## src/mcrb_defs.vh

```
// Purpose: constants for the MAC configuration register bank
// Assumes: word addressed register port, one index per 32-bit register
// Notes:   included by the bank top and the oversize counter; the config field module does not include it
`ifndef MCRB_DEFS_VH
`define MCRB_DEFS_VH

// register word indices
`define MCRB_ADDR_W            16
`define MCRB_TX_REVISION       16'h0400
`define MCRB_TX_SCRATCH        16'h0401
`define MCRB_TX_IDENT_FIRST    16'h0402
`define MCRB_TX_IDENT_NEXT     16'h0403
`define MCRB_TX_IDENT_FINAL    16'h0404
`define MCRB_IDLE_REMOVAL      16'h0406
`define MCRB_TX_FRAME_LIMIT    16'h0407
`define MCRB_TX_OVERSIZE_LO    16'h0410
`define MCRB_TX_OVERSIZE_HI    16'h0411
`define MCRB_RX_REVISION       16'h0500
`define MCRB_RX_SCRATCH        16'h0501
`define MCRB_RX_FAULT_STATUS   16'h0508

// field widths
`define MCRB_IDLE_W            8
`define MCRB_LIMIT_W           16
`define MCRB_CNT_W             64

// reset values
`define MCRB_SCRATCH_RST       32'h00000000
`define MCRB_IDLE_RST          8'h04
`define MCRB_LIMIT_RST         16'h2580

// fault status field positions
`define MCRB_FAULT_LOCAL_BIT   0
`define MCRB_FAULT_REMOTE_BIT  1

`endif

```

## src/mcrb_bank.v

```verilog
// Purpose: tx and rx MAC configuration and identification registers
// Assumes: single clock clk_sys, synchronous active-high rst,
//          word-indexed register port with read data one cycle later
// Notes:   build options are parameters; omitted registers read zero
//          the oversize counter halves at 0x410/0x411 are a local choice
//          every register here runs on clk_sys; only the fault pins do not
//
// Strobed register access is this design's own decision.
`timescale 1ns/1ps
`default_nettype none
`include "mcrb_defs.vh"

module mcrb_bank #(
  // build options
  //   DEFICIT_IDLE_EN: 0 drops the idle removal count from the map
  //   TX_STATS_EN:     0 drops the oversize counter, its words read zero
  //   LINK_FAULT_EN:   0 makes the fault status word read zero
  parameter integer     DEFICIT_IDLE_EN = 1,
  parameter integer     TX_STATS_EN     = 1,
  parameter integer     LINK_FAULT_EN   = 0,
  // arbitrary revision value, not tied to any release
  parameter [31:0]      REVISION_ID     = 32'h00010000,
  // arbitrary identifier text, four ASCII characters a word
  parameter [95:0]      TX_IDENT_TEXT   = 96'h6366_6742_616E_6B54_784D_6170
) (
  input  wire                     clk_sys,
  input  wire                     rst,
  // register port
  input  wire [`MCRB_ADDR_W-1:0]  regAddr,
  input  wire [31:0]              regWrData,
  input  wire                     regWr,
  input  wire                     regRd,
  output wire [31:0]              regRdData,
  output wire                     regRdValid,
  // transmit datapath side
  input  wire                     txFrameDone,
  input  wire [`MCRB_LIMIT_W-1:0] txFrameLen,
  output wire [`MCRB_IDLE_W-1:0]  idleRemovalCount,
  output wire [`MCRB_LIMIT_W-1:0] txFrameLimit,
  output wire                     txOversizeEvent,
  // receive fault state, from the link side
  input  wire                     rxLocalFault,
  input  wire                     rxRemoteFault
);

  ////////////////////////////////////////////////////////////////////////////
  // address decode
  // full 16-bit compares, so no alias of the map ever answers
  //
  // word map (index: contents)
  //   0x400 tx revision word, read-only
  //   0x401 tx scratch word, read/write
  //   0x402 identifier, first four characters, read-only
  //   0x403 identifier, next four characters, read-only
  //   0x404 identifier, final four characters, read-only
  //   0x406 idle removal count, read/write, only with the deficit counter
  //   0x407 tx frame length limit, read/write
  //   0x410 oversize count, low half, read-only
  //   0x411 oversize count, high half frozen by the low read, read-only
  //   0x500 rx revision word, read-only
  //   0x501 rx scratch word, read/write
  //   0x508 fault status, read-only, only with the fault build
  //   anything else reads zero and ignores writes

  wire hitTxRev;
  wire hitTxScratch;
  wire hitIdentFirst;
  wire hitIdentNext;
  wire hitIdentFinal;
  wire hitIdle;
  wire hitLimit;
  wire hitOverLo;
  wire hitOverHi;
  wire hitRxRev;
  wire hitRxScratch;
  wire hitFault;

  assign hitTxRev      = (regAddr == `MCRB_TX_REVISION);
  assign hitTxScratch  = (regAddr == `MCRB_TX_SCRATCH);
  assign hitIdentFirst = (regAddr == `MCRB_TX_IDENT_FIRST);
  assign hitIdentNext  = (regAddr == `MCRB_TX_IDENT_NEXT);
  assign hitIdentFinal = (regAddr == `MCRB_TX_IDENT_FINAL);
  assign hitIdle       = (regAddr == `MCRB_IDLE_REMOVAL);
  assign hitLimit      = (regAddr == `MCRB_TX_FRAME_LIMIT);
  assign hitOverLo     = (regAddr == `MCRB_TX_OVERSIZE_LO);
  assign hitOverHi     = (regAddr == `MCRB_TX_OVERSIZE_HI);
  assign hitRxRev      = (regAddr == `MCRB_RX_REVISION);
  assign hitRxScratch  = (regAddr == `MCRB_RX_SCRATCH);
  assign hitFault      = (regAddr == `MCRB_RX_FAULT_STATUS);

  ////////////////////////////////////////////////////////////////////////////
  // write strobes
  // read-only words get no strobe at all, so writes to them vanish
  // the fault status word and the counter words are read-only as well
  // narrow fields take only the low bits of the write data

  wire wrTxScratch;
  wire wrRxScratch;
  wire wrIdle;
  wire wrLimit;

  assign wrTxScratch = regWr && hitTxScratch;
  assign wrRxScratch = regWr && hitRxScratch;
  assign wrIdle      = regWr && hitIdle && (DEFICIT_IDLE_EN != 0);
  assign wrLimit     = regWr && hitLimit;

  ////////////////////////////////////////////////////////////////////////////
  // scratch words, no effect on the datapath
  // nothing downstream reads them; they let software prove the port works

  wire [31:0] txScratch;
  wire [31:0] rxScratch;

  mcrb_cfg_reg #(
    .WIDTH   (32),
    .RST_VAL (`MCRB_SCRATCH_RST)
  ) u_tx_scratch (
    .clk_sys (clk_sys),
    .rst     (rst),
    .wrEn    (wrTxScratch),
    .wrData  (regWrData),
    .value   (txScratch)
  );

  mcrb_cfg_reg #(
    .WIDTH   (32),
    .RST_VAL (`MCRB_SCRATCH_RST)
  ) u_rx_scratch (
    .clk_sys (clk_sys),
    .rst     (rst),
    .wrEn    (wrRxScratch),
    .wrData  (regWrData),
    .value   (rxScratch)
  );

  ////////////////////////////////////////////////////////////////////////////
  // idle removal count
  // any 8-bit value is taken as is; values above the default give the
  // datapath extra removal for clock compensation
  // no range check: software owns the choice of count

  wire [`MCRB_IDLE_W-1:0] idleCount;

  generate
    if (DEFICIT_IDLE_EN != 0) begin : g_idle
      mcrb_cfg_reg #(
        .WIDTH   (`MCRB_IDLE_W),
        .RST_VAL (`MCRB_IDLE_RST)
      ) u_idle (
        .clk_sys (clk_sys),
        .rst     (rst),
        .wrEn    (wrIdle),
        .wrData  (regWrData[`MCRB_IDLE_W-1:0]),
        .value   (idleCount)
      );
    end else begin : g_no_idle
      // no deficit counter: the datapath never looks at this count
      assign idleCount = {`MCRB_IDLE_W{1'b0}};
    end
  endgenerate

  assign idleRemovalCount = idleCount;

  ////////////////////////////////////////////////////////////////////////////
  // transmit frame length limit
  // a write and a frame ending on one edge compare against the old limit;
  // the new limit applies from the next frame on

  wire [`MCRB_LIMIT_W-1:0] frameLimit;

  mcrb_cfg_reg #(
    .WIDTH   (`MCRB_LIMIT_W),
    .RST_VAL (`MCRB_LIMIT_RST)
  ) u_limit (
    .clk_sys (clk_sys),
    .rst     (rst),
    .wrEn    (wrLimit),
    .wrData  (regWrData[`MCRB_LIMIT_W-1:0]),
    .value   (frameLimit)
  );

  assign txFrameLimit = frameLimit;

  ////////////////////////////////////////////////////////////////////////////
  // transmit oversize statistics
  // without the stats build the counter words read zero

  wire [`MCRB_CNT_W-1:0] overCount;
  wire                   overPulse;

  generate
    if (TX_STATS_EN != 0) begin : g_stats
      mcrb_oversize_cnt u_oversize (
        .clk_sys       (clk_sys),
        .rst           (rst),
        .frameDone     (txFrameDone),
        .frameLen      (txFrameLen),
        .frameLimit    (frameLimit),
        .count         (overCount),
        .oversizePulse (overPulse)
      );
    end else begin : g_no_stats
      assign overCount = {`MCRB_CNT_W{1'b0}};
      assign overPulse = 1'b0;
    end
  endgenerate

  assign txOversizeEvent = overPulse;

  // reading the low word freezes the high word, so a carry between the
  // two reads cannot tear the 64-bit value
  // limitation: a high read with no low read before it returns the stale
  // frozen half, zero after reset
  reg  [31:0] overHiHold_reg;
  wire [31:0] overHiHold_next;

  assign overHiHold_next = (regRd && hitOverLo) ? overCount[63:32] : overHiHold_reg;

  always @(posedge clk_sys) begin
    if (rst) begin
      overHiHold_reg <= 32'h00000000;
    end else begin
      overHiHold_reg <= overHiHold_next;
    end
  end

  ////////////////////////////////////////////////////////////////////////////
  // fault status inputs, asynchronous to clk_sys
  // only the second flop is read; the first may still be settling
  // bit 0 local, bit 1 remote; the remaining bits read zero

  reg  [1:0] faultMeta_reg;
  reg  [1:0] faultSync_reg;
  wire [1:0] faultState;

  always @(posedge clk_sys) begin
    if (rst) begin
      faultMeta_reg <= 2'h0;
      faultSync_reg <= 2'h0;
    end else begin
      faultMeta_reg <= {rxRemoteFault, rxLocalFault};
      faultSync_reg <= faultMeta_reg;
    end
  end

  // without the fault build the word stays zero
  assign faultState = (LINK_FAULT_EN != 0) ? faultSync_reg : 2'h0;

  ////////////////////////////////////////////////////////////////////////////
  // read multiplexer
  // one priority chain; at most one hit is ever true, so order is free

  reg [31:0] rdData_next;

  always @* begin
    rdData_next = 32'h00000000;
    if (hitTxRev || hitRxRev) begin
      rdData_next = REVISION_ID;
    end else if (hitTxScratch) begin
      rdData_next = txScratch;
    end else if (hitRxScratch) begin
      rdData_next = rxScratch;
    end else if (hitIdentFirst) begin
      rdData_next = TX_IDENT_TEXT[95:64];
    end else if (hitIdentNext) begin
      rdData_next = TX_IDENT_TEXT[63:32];
    end else if (hitIdentFinal) begin
      rdData_next = TX_IDENT_TEXT[31:0];
    end else if (hitIdle) begin
      rdData_next = {24'h000000, idleCount};
    end else if (hitLimit) begin
      rdData_next = {16'h0000, frameLimit};
    end else if (hitOverLo) begin
      rdData_next = overCount[31:0];
    end else if (hitOverHi) begin
      rdData_next = overHiHold_reg;
    end else if (hitFault && (LINK_FAULT_EN != 0)) begin
      rdData_next[`MCRB_FAULT_LOCAL_BIT]  = faultState[0];
      rdData_next[`MCRB_FAULT_REMOTE_BIT] = faultState[1];
    end
  end

  ////////////////////////////////////////////////////////////////////////////
  // read data stands only in the cycle after the strobe
  // zero outside that cycle, so several banks may share one OR-ed return

  reg [31:0] rdData_reg;
  reg        rdValid_reg;

  always @(posedge clk_sys) begin
    if (rst) begin
      rdData_reg  <= 32'h00000000;
      rdValid_reg <= 1'b0;
    end else begin
      rdValid_reg <= regRd;
      if (regRd) begin
        rdData_reg <= rdData_next;
      end else begin
        rdData_reg <= 32'h00000000;
      end
    end
  end

  assign regRdData  = rdData_reg;
  assign regRdValid = rdValid_reg;

endmodule // mcrb_bank

`default_nettype wire

```

## src/mcrb_cfg_reg.v

```verilog
// Purpose: one read/write configuration field with synchronous reset
// Assumes: write strobe already qualified by the address decode
// Notes:   used for scratch words, idle count and frame limit
`timescale 1ns/1ps
`default_nettype none

module mcrb_cfg_reg #(
  parameter integer WIDTH     = 32,
  parameter [WIDTH-1:0] RST_VAL = {WIDTH{1'b0}}
) (
  input  wire             clk_sys,
  input  wire             rst,
  input  wire             wrEn,
  input  wire [WIDTH-1:0] wrData,
  output wire [WIDTH-1:0] value
);

  reg  [WIDTH-1:0] value_reg;
  wire [WIDTH-1:0] value_next;

  assign value_next = wrEn ? wrData : value_reg;

  always @(posedge clk_sys) begin
    if (rst) begin
      value_reg <= RST_VAL;
    end else begin
      value_reg <= value_next;
    end
  end

  assign value = value_reg;

endmodule // mcrb_cfg_reg

`default_nettype wire

```

## src/mcrb_oversize_cnt.v

```verilog
// Purpose: counts transmitted frames longer than the programmed limit
// Assumes: frameDone is a one-cycle pulse with frameLen valid beside it
// Notes:   counter wraps at 2^64, which no real link reaches
`timescale 1ns/1ps
`default_nettype none
`include "mcrb_defs.vh"

module mcrb_oversize_cnt (
  input  wire                      clk_sys,
  input  wire                      rst,
  input  wire                      frameDone,
  input  wire [`MCRB_LIMIT_W-1:0]  frameLen,
  input  wire [`MCRB_LIMIT_W-1:0]  frameLimit,
  output wire [`MCRB_CNT_W-1:0]    count,
  output wire                      oversizePulse
);

  reg  [`MCRB_CNT_W-1:0] count_reg;
  reg                    pulse_reg;
  wire                   isOver;

  // strictly greater: a frame equal to the limit is legal
  assign isOver = frameDone && (frameLen > frameLimit);

  always @(posedge clk_sys) begin
    if (rst) begin
      count_reg <= 64'h0000000000000000;
      pulse_reg <= 1'b0;
    end else begin
      pulse_reg <= isOver;
      if (isOver) begin
        count_reg <= count_reg + 64'h0000000000000001;
      end
    end
  end

  assign count         = count_reg;
  assign oversizePulse = pulse_reg;

endmodule // mcrb_oversize_cnt

`default_nettype wire

```

## config.mk

```make
export PLATFORM = sky130hd
export DESIGN_NAME = mcrb_bank
export DESIGN_NICKNAME = d
export VERILOG_FILES = /design/src/mcrb_bank.v /design/src/mcrb_cfg_reg.v /design/src/mcrb_oversize_cnt.v
export VERILOG_INCLUDE_DIRS = /design/src
export SDC_FILE = /design/constraint.sdc
export NUM_CORES = 1
export LEC_CHECK = 0
export ABC_AREA = 1
export BUFFER_PORTS_ARGS = -buffer_cell sky130_fd_sc_hd__buf_2
export CORE_ASPECT_RATIO = 0.7
export CORE_MARGIN = 2
export CORE_UTILIZATION = 40
export CTS_BUF_LIST = sky130_fd_sc_hd__clkbuf_16
export CTS_CLUSTER_DIAMETER = 80
export DETAILED_ROUTE_END_ITERATION = 8
export SLEW_MARGIN = 0
export SYNTH_ARGS = -nofsm -noshare
export SYNTH_HDL_FRONTEND = slang
export SYNTH_SLANG_ARGS = --single-unit
```

## constraint.sdc

```tcl
create_clock -name clk_sys -period 2.35 [get_ports clk_sys]
set_input_delay 0.235 -clock clk_sys [delete_from_list [all_inputs] [get_ports clk_sys]]
set_output_delay 0.235 -clock clk_sys [all_outputs]
set_load 0.05 [all_outputs]
```

==> Implementation_results.wiki <==
{| class="wikitable"
! Metric !! Value
|-
| Hold Path Sink || u_rx_scratch.value[15]$_SDFFE_PP0P_
|-
| Post-route standard cell area excluding fillers || 13500 µm²
|-
| Clock insertion delay at the later pin of the skew report || 540 ps
|-
| Vias in the first global route || 10.35k
|-
| Most area-consuming cells after synthesis || dfxtp_1 (38%), nand2_1 (11%), a21oi_1 (9.1%)
|-
| Endpoint class of the critical path || flop
|-
| Area fraction of the dominant cell type after synthesis || 38.46%
|-
| Starting utilization of the core area || 40.70%
|-
| Yosys warns || 0
|-
| Total routing resource utilization after global routing || 27.18%
|-
| Wire length of the first global-routing pass || 62230 µm
|-
| Max-slew violation count || 0
|-
| Post-layout utilization of the core || 48.43%
|-
| Critical Path Start Type || flop
|-
| Synth async-reset ratio || 0%
|-
| Proportion of layout cells with a drive suffix above 1 || 15.82%
|-
| Synth-to-Final Area Change || 19.00%
|-
| Number of antenna violations at the first check in global routing || 0
|-
| Number of flip-flops under the largest register name || 64
|-
| Clock sink count || 218
|-
| Post-route non-filler standard cell count || 2154
|-
| TritonCTS Buffers || 24
|-
| Max capacitance violation total || 0
|-
| Cell family with most CP delay || simple AND/OR/NAND/NOR gates
|-
| Setup skew after layout || 14.74 ps
|-
| Buffer depth of the longest clock path || 3
|-
| Startpoint of the worst register-to-register path || g_stats.u_oversize.count[38]$_SDFFE_PP0P_
|-
| Remaining number of nets flagged by the antenna check after routing || 0
|-
| Flop and latch count out of synthesis || 218
|-
| PwrDens || 580.9 nW/µm²
|-
| Peak per-stage delay on the critical path || 430 ps
|-
| Share of the clock period used by the worst path || 96.08%
|-
| Hold Path Origin || regWrData[15]
|-
| Most used cell along the critical path || nand2_1
|-
| Final Routed Wirelength || 41420 µm
|-
| Remaining global-route overflow || 0
|-
| Endpoints failing hold || 0
|-
| Max-Slew Margin vs Limit || 46.60%
|-
| Via total after detailed routing || 11.59k
|-
| Capture instance of the worst register-to-register path || g_stats.u_oversize.count[60]$_SDFFE_PP0P_
|-
| Place WS || 108.5 ps
|-
| Arrival time reported for the critical path endpoint || 2660 ps
|-
| Unique cell type count in the Yosys netlist || 42
|-
| Diode insertion count for antenna repair || 0
|-
| Number of nets in the layout || 1856
|-
| Lkg Pwr || 5.070 nW
|-
| WHS Path Cells || 3
|-
| Library cell with the largest summed area after synthesis || dfxtp_1
|-
| Count of cells along the worst register-to-register path || 9
|-
| Critical path cell sequence || nand2_1 -> nor3_1 -> nand2_1 -> nor2_1 -> nand3_1 -> o21ai_0 -> nand2_1 -> nand2_1 -> a21oi_1
|-
| Worst-case hold slack || 22.30 ps
|-
| Class of the tightest hold or removal check || in2reg
|-
| Worst R2R Setup Slack || 90 ps
|-
| Synthesized instance count || 1626
|-
| Area of the core || 27890 µm²
|-
| Clock root buffer master || clkbuf_16
|-
| Detailed-route wire length per cell || 19.23 µm
|-
| Required time of the critical path || 2750 ps
|-
| Maximum clock rate || 442.9 MHz
|-
| Number of iterations in the first detailed-routing pass || 7
|-
| Final worst-path setup slack || 92.09 ps
|-
| Weighted congestion at the end of routability-driven global placement || 0.9304
|-
| Height of the die || 144.9 µm
|-
| Drc violations || 0
|-
| Crit Path Class || reg2reg
|-
| Most used flip-flop cell after synthesis || dfxtp_1
|-
| Clk pin slew, worst setup/hold paths || 60 ps
|-
| Summed negative setup slack over all endpoints || 0 ps
|-
| Largest fanout of any net on the critical path || 5
|-
| Count of flip-flops with a built-in enable after synthesis || 0
|-
| Estimated wirelength of the detail-placed design || 30670 µm
|-
| # placed instances || 2086
|-
| Clock tree from TritonCTS || yes
|-
| Die Outline Area || 29760 µm²
|-
| Slew at the pin with the worst max-slew slack || 801.0 ps
|-
| Maximum number of pins on one net before global-route repair || 67
|-
| Seq/Total Area, Yosys || 38.46%
|-
| Vias per cell || 5.379
|-
| Iter 0 DRT Violations || 1457
|-
| Peak supply drop || 0.0004392 V
|-
| # rows || 51
|-
| Time the worst path needs with I/O delays and setup || 2258 ps
|-
| Max H-tree Level || 1
|-
| Boundary Pins || 129
|-
| Worst path bufs/invs || 0
|-
| Synthesized net count || 1714
|-
| I/O Buffers || 126
|-
| Placed cell areas || 12440 µm²
|-
| Number of endpoints failing setup at the final stage || 0
|-
| Avg Synthesized Cell Area || 6.979 µm²
|-
| Slowest-stage cell, CP || dfxtp_1
|-
| Run status || complete, no violations
|-
| Cell area after synthesis || 11350 µm²
|-
| Die Wd || 205.3 µm
|-
| Power, Total || 7.845 mW
|-
| RSZ-0062 raised after global routing || false
|}
==> how the worst max path moves through the flow <==
stage                                              start                                         to  depth (start not counted)
4_1_cts                   u_limit.value[13]$_SDFFE_PP1P_  g_stats.u_oversize.count[50]$_SDFFE_PP0P_                         11
2_1_floorplan             u_limit.value[13]$_SDFFE_PP1P_  g_stats.u_oversize.count[51]$_SDFFE_PP0P_                         11
3_3_place_gp              u_limit.value[13]$_SDFFE_PP1P_  g_stats.u_oversize.count[63]$_SDFFE_PP0P_                         11
6_report       g_stats.u_oversize.count[38]$_SDFFE_PP0P_  g_stats.u_oversize.count[60]$_SDFFE_PP0P_                          9
3_5_place_dp              u_limit.value[13]$_SDFFE_PP1P_  g_stats.u_oversize.count[50]$_SDFFE_PP0P_                         11
5_1_grt                   u_limit.value[15]$_SDFFE_PP0P_   g_stats.u_oversize.count[1]$_SDFFE_PP0P_                         12
==> area by class of cell <==
class | instances | area (µm²)
inverter | 172 | 654.4
tap | 371 | 464.2
sequential | 218 | 4364
timing repair buffer | 200 | 1323
fill | 2856 | 14380
clock inverter | 17 | 146.4
clock buffer | 24 | 600.6
multi-input combinational | 1152 | 5952
==> cells in the final DEF (no fill, tap or decap), types with 5 or more instances in the layout <==
cell type        n
buf_4           44
a21oi_1        206
dfxtp_1        218
inv_2           13
clkbuf_16       25
a211oi_1        12
nor3_1          26
nand2_1        329
nand2_2         10
o22ai_1         10
dlygate4sd3_1   25
inv_1          161
nand2_4          8
buf_2          125
a211oi_2         6
ha_1            17
nand3_2          5
nand3_1        140
a31oi_1          5
nand4_1         22
o21ai_0        123
nor2_4           8
nor2_2          10
nor2_1         129
xor2_1          38
xnor2_1         17
==> cell families (layout without fill, tap and decap cells) <==
logic type                 count (synthesis)  after routing  synth area share, %
buffers and inverters                    256            413                9.327
AOI/OAI and AO/OA                        377            377                17.70
and+or+nand+nor                          703            703                28.40
DFF                                      218            218                38.46
adders and majority gates                 17             17                1.874
xor gates and xnor gates                  55             55                4.245
==> tightest hold or removal path, stage by stage <==
cell and delay, ps:
buf_2 140, nand3_1 80, a21oi_1 60
==> Yosys cell counts (2+ instances only) <==
master	number
a211oi_1	13
a211oi_2	5
a21oi_1	206
a31oi_1	6
a32oi_1	3
buf_2	29
buf_6	7
clkbuf_1	47
dfxtp_1	218
ha_1	17
inv_1	156
inv_2	13
inv_4	2
nand2_1	330
nand2_2	10
nand2_4	7
nand3_1	141
nand3_2	4
nand3_4	2
nand3b_1	3
nand4_1	22
nor2_1	130
nor2_2	9
nor2_4	8
nor2_8	2
nor3_1	26
nor3_2	3
o211ai_1	4
o21a_1	4
o21ai_0	123
o21ai_1	3
o22ai_1	10
xnor2_1	17
xor2_1	38
==> where the power goes <==
part / switching [mW] / internal [mW]
clock: 1.60 / 2.08
combinational: 0.306 / 0.154
sequential: 0.00306 / 3.70
==> routing by layer <==
layer	GRT usage [%]	up-vias	wire, µm
met4	5.288	0	762
li1	-	5636	-
met2	35.98	486	15860
met3	5.818	50	4105
met1	43.97	5415	20690
met5	0	-	0
==> repair_timing <==
item | CTS | global route
hold buffers | 25 | 0
resized for setup | 0 | 6
buffers inserted | 0 | 1
hold endpoints to repair | 38 | 0
endpoints found under the setup margin | 0 | 42
No activity file was read; power rests on OpenSTA's default activity.
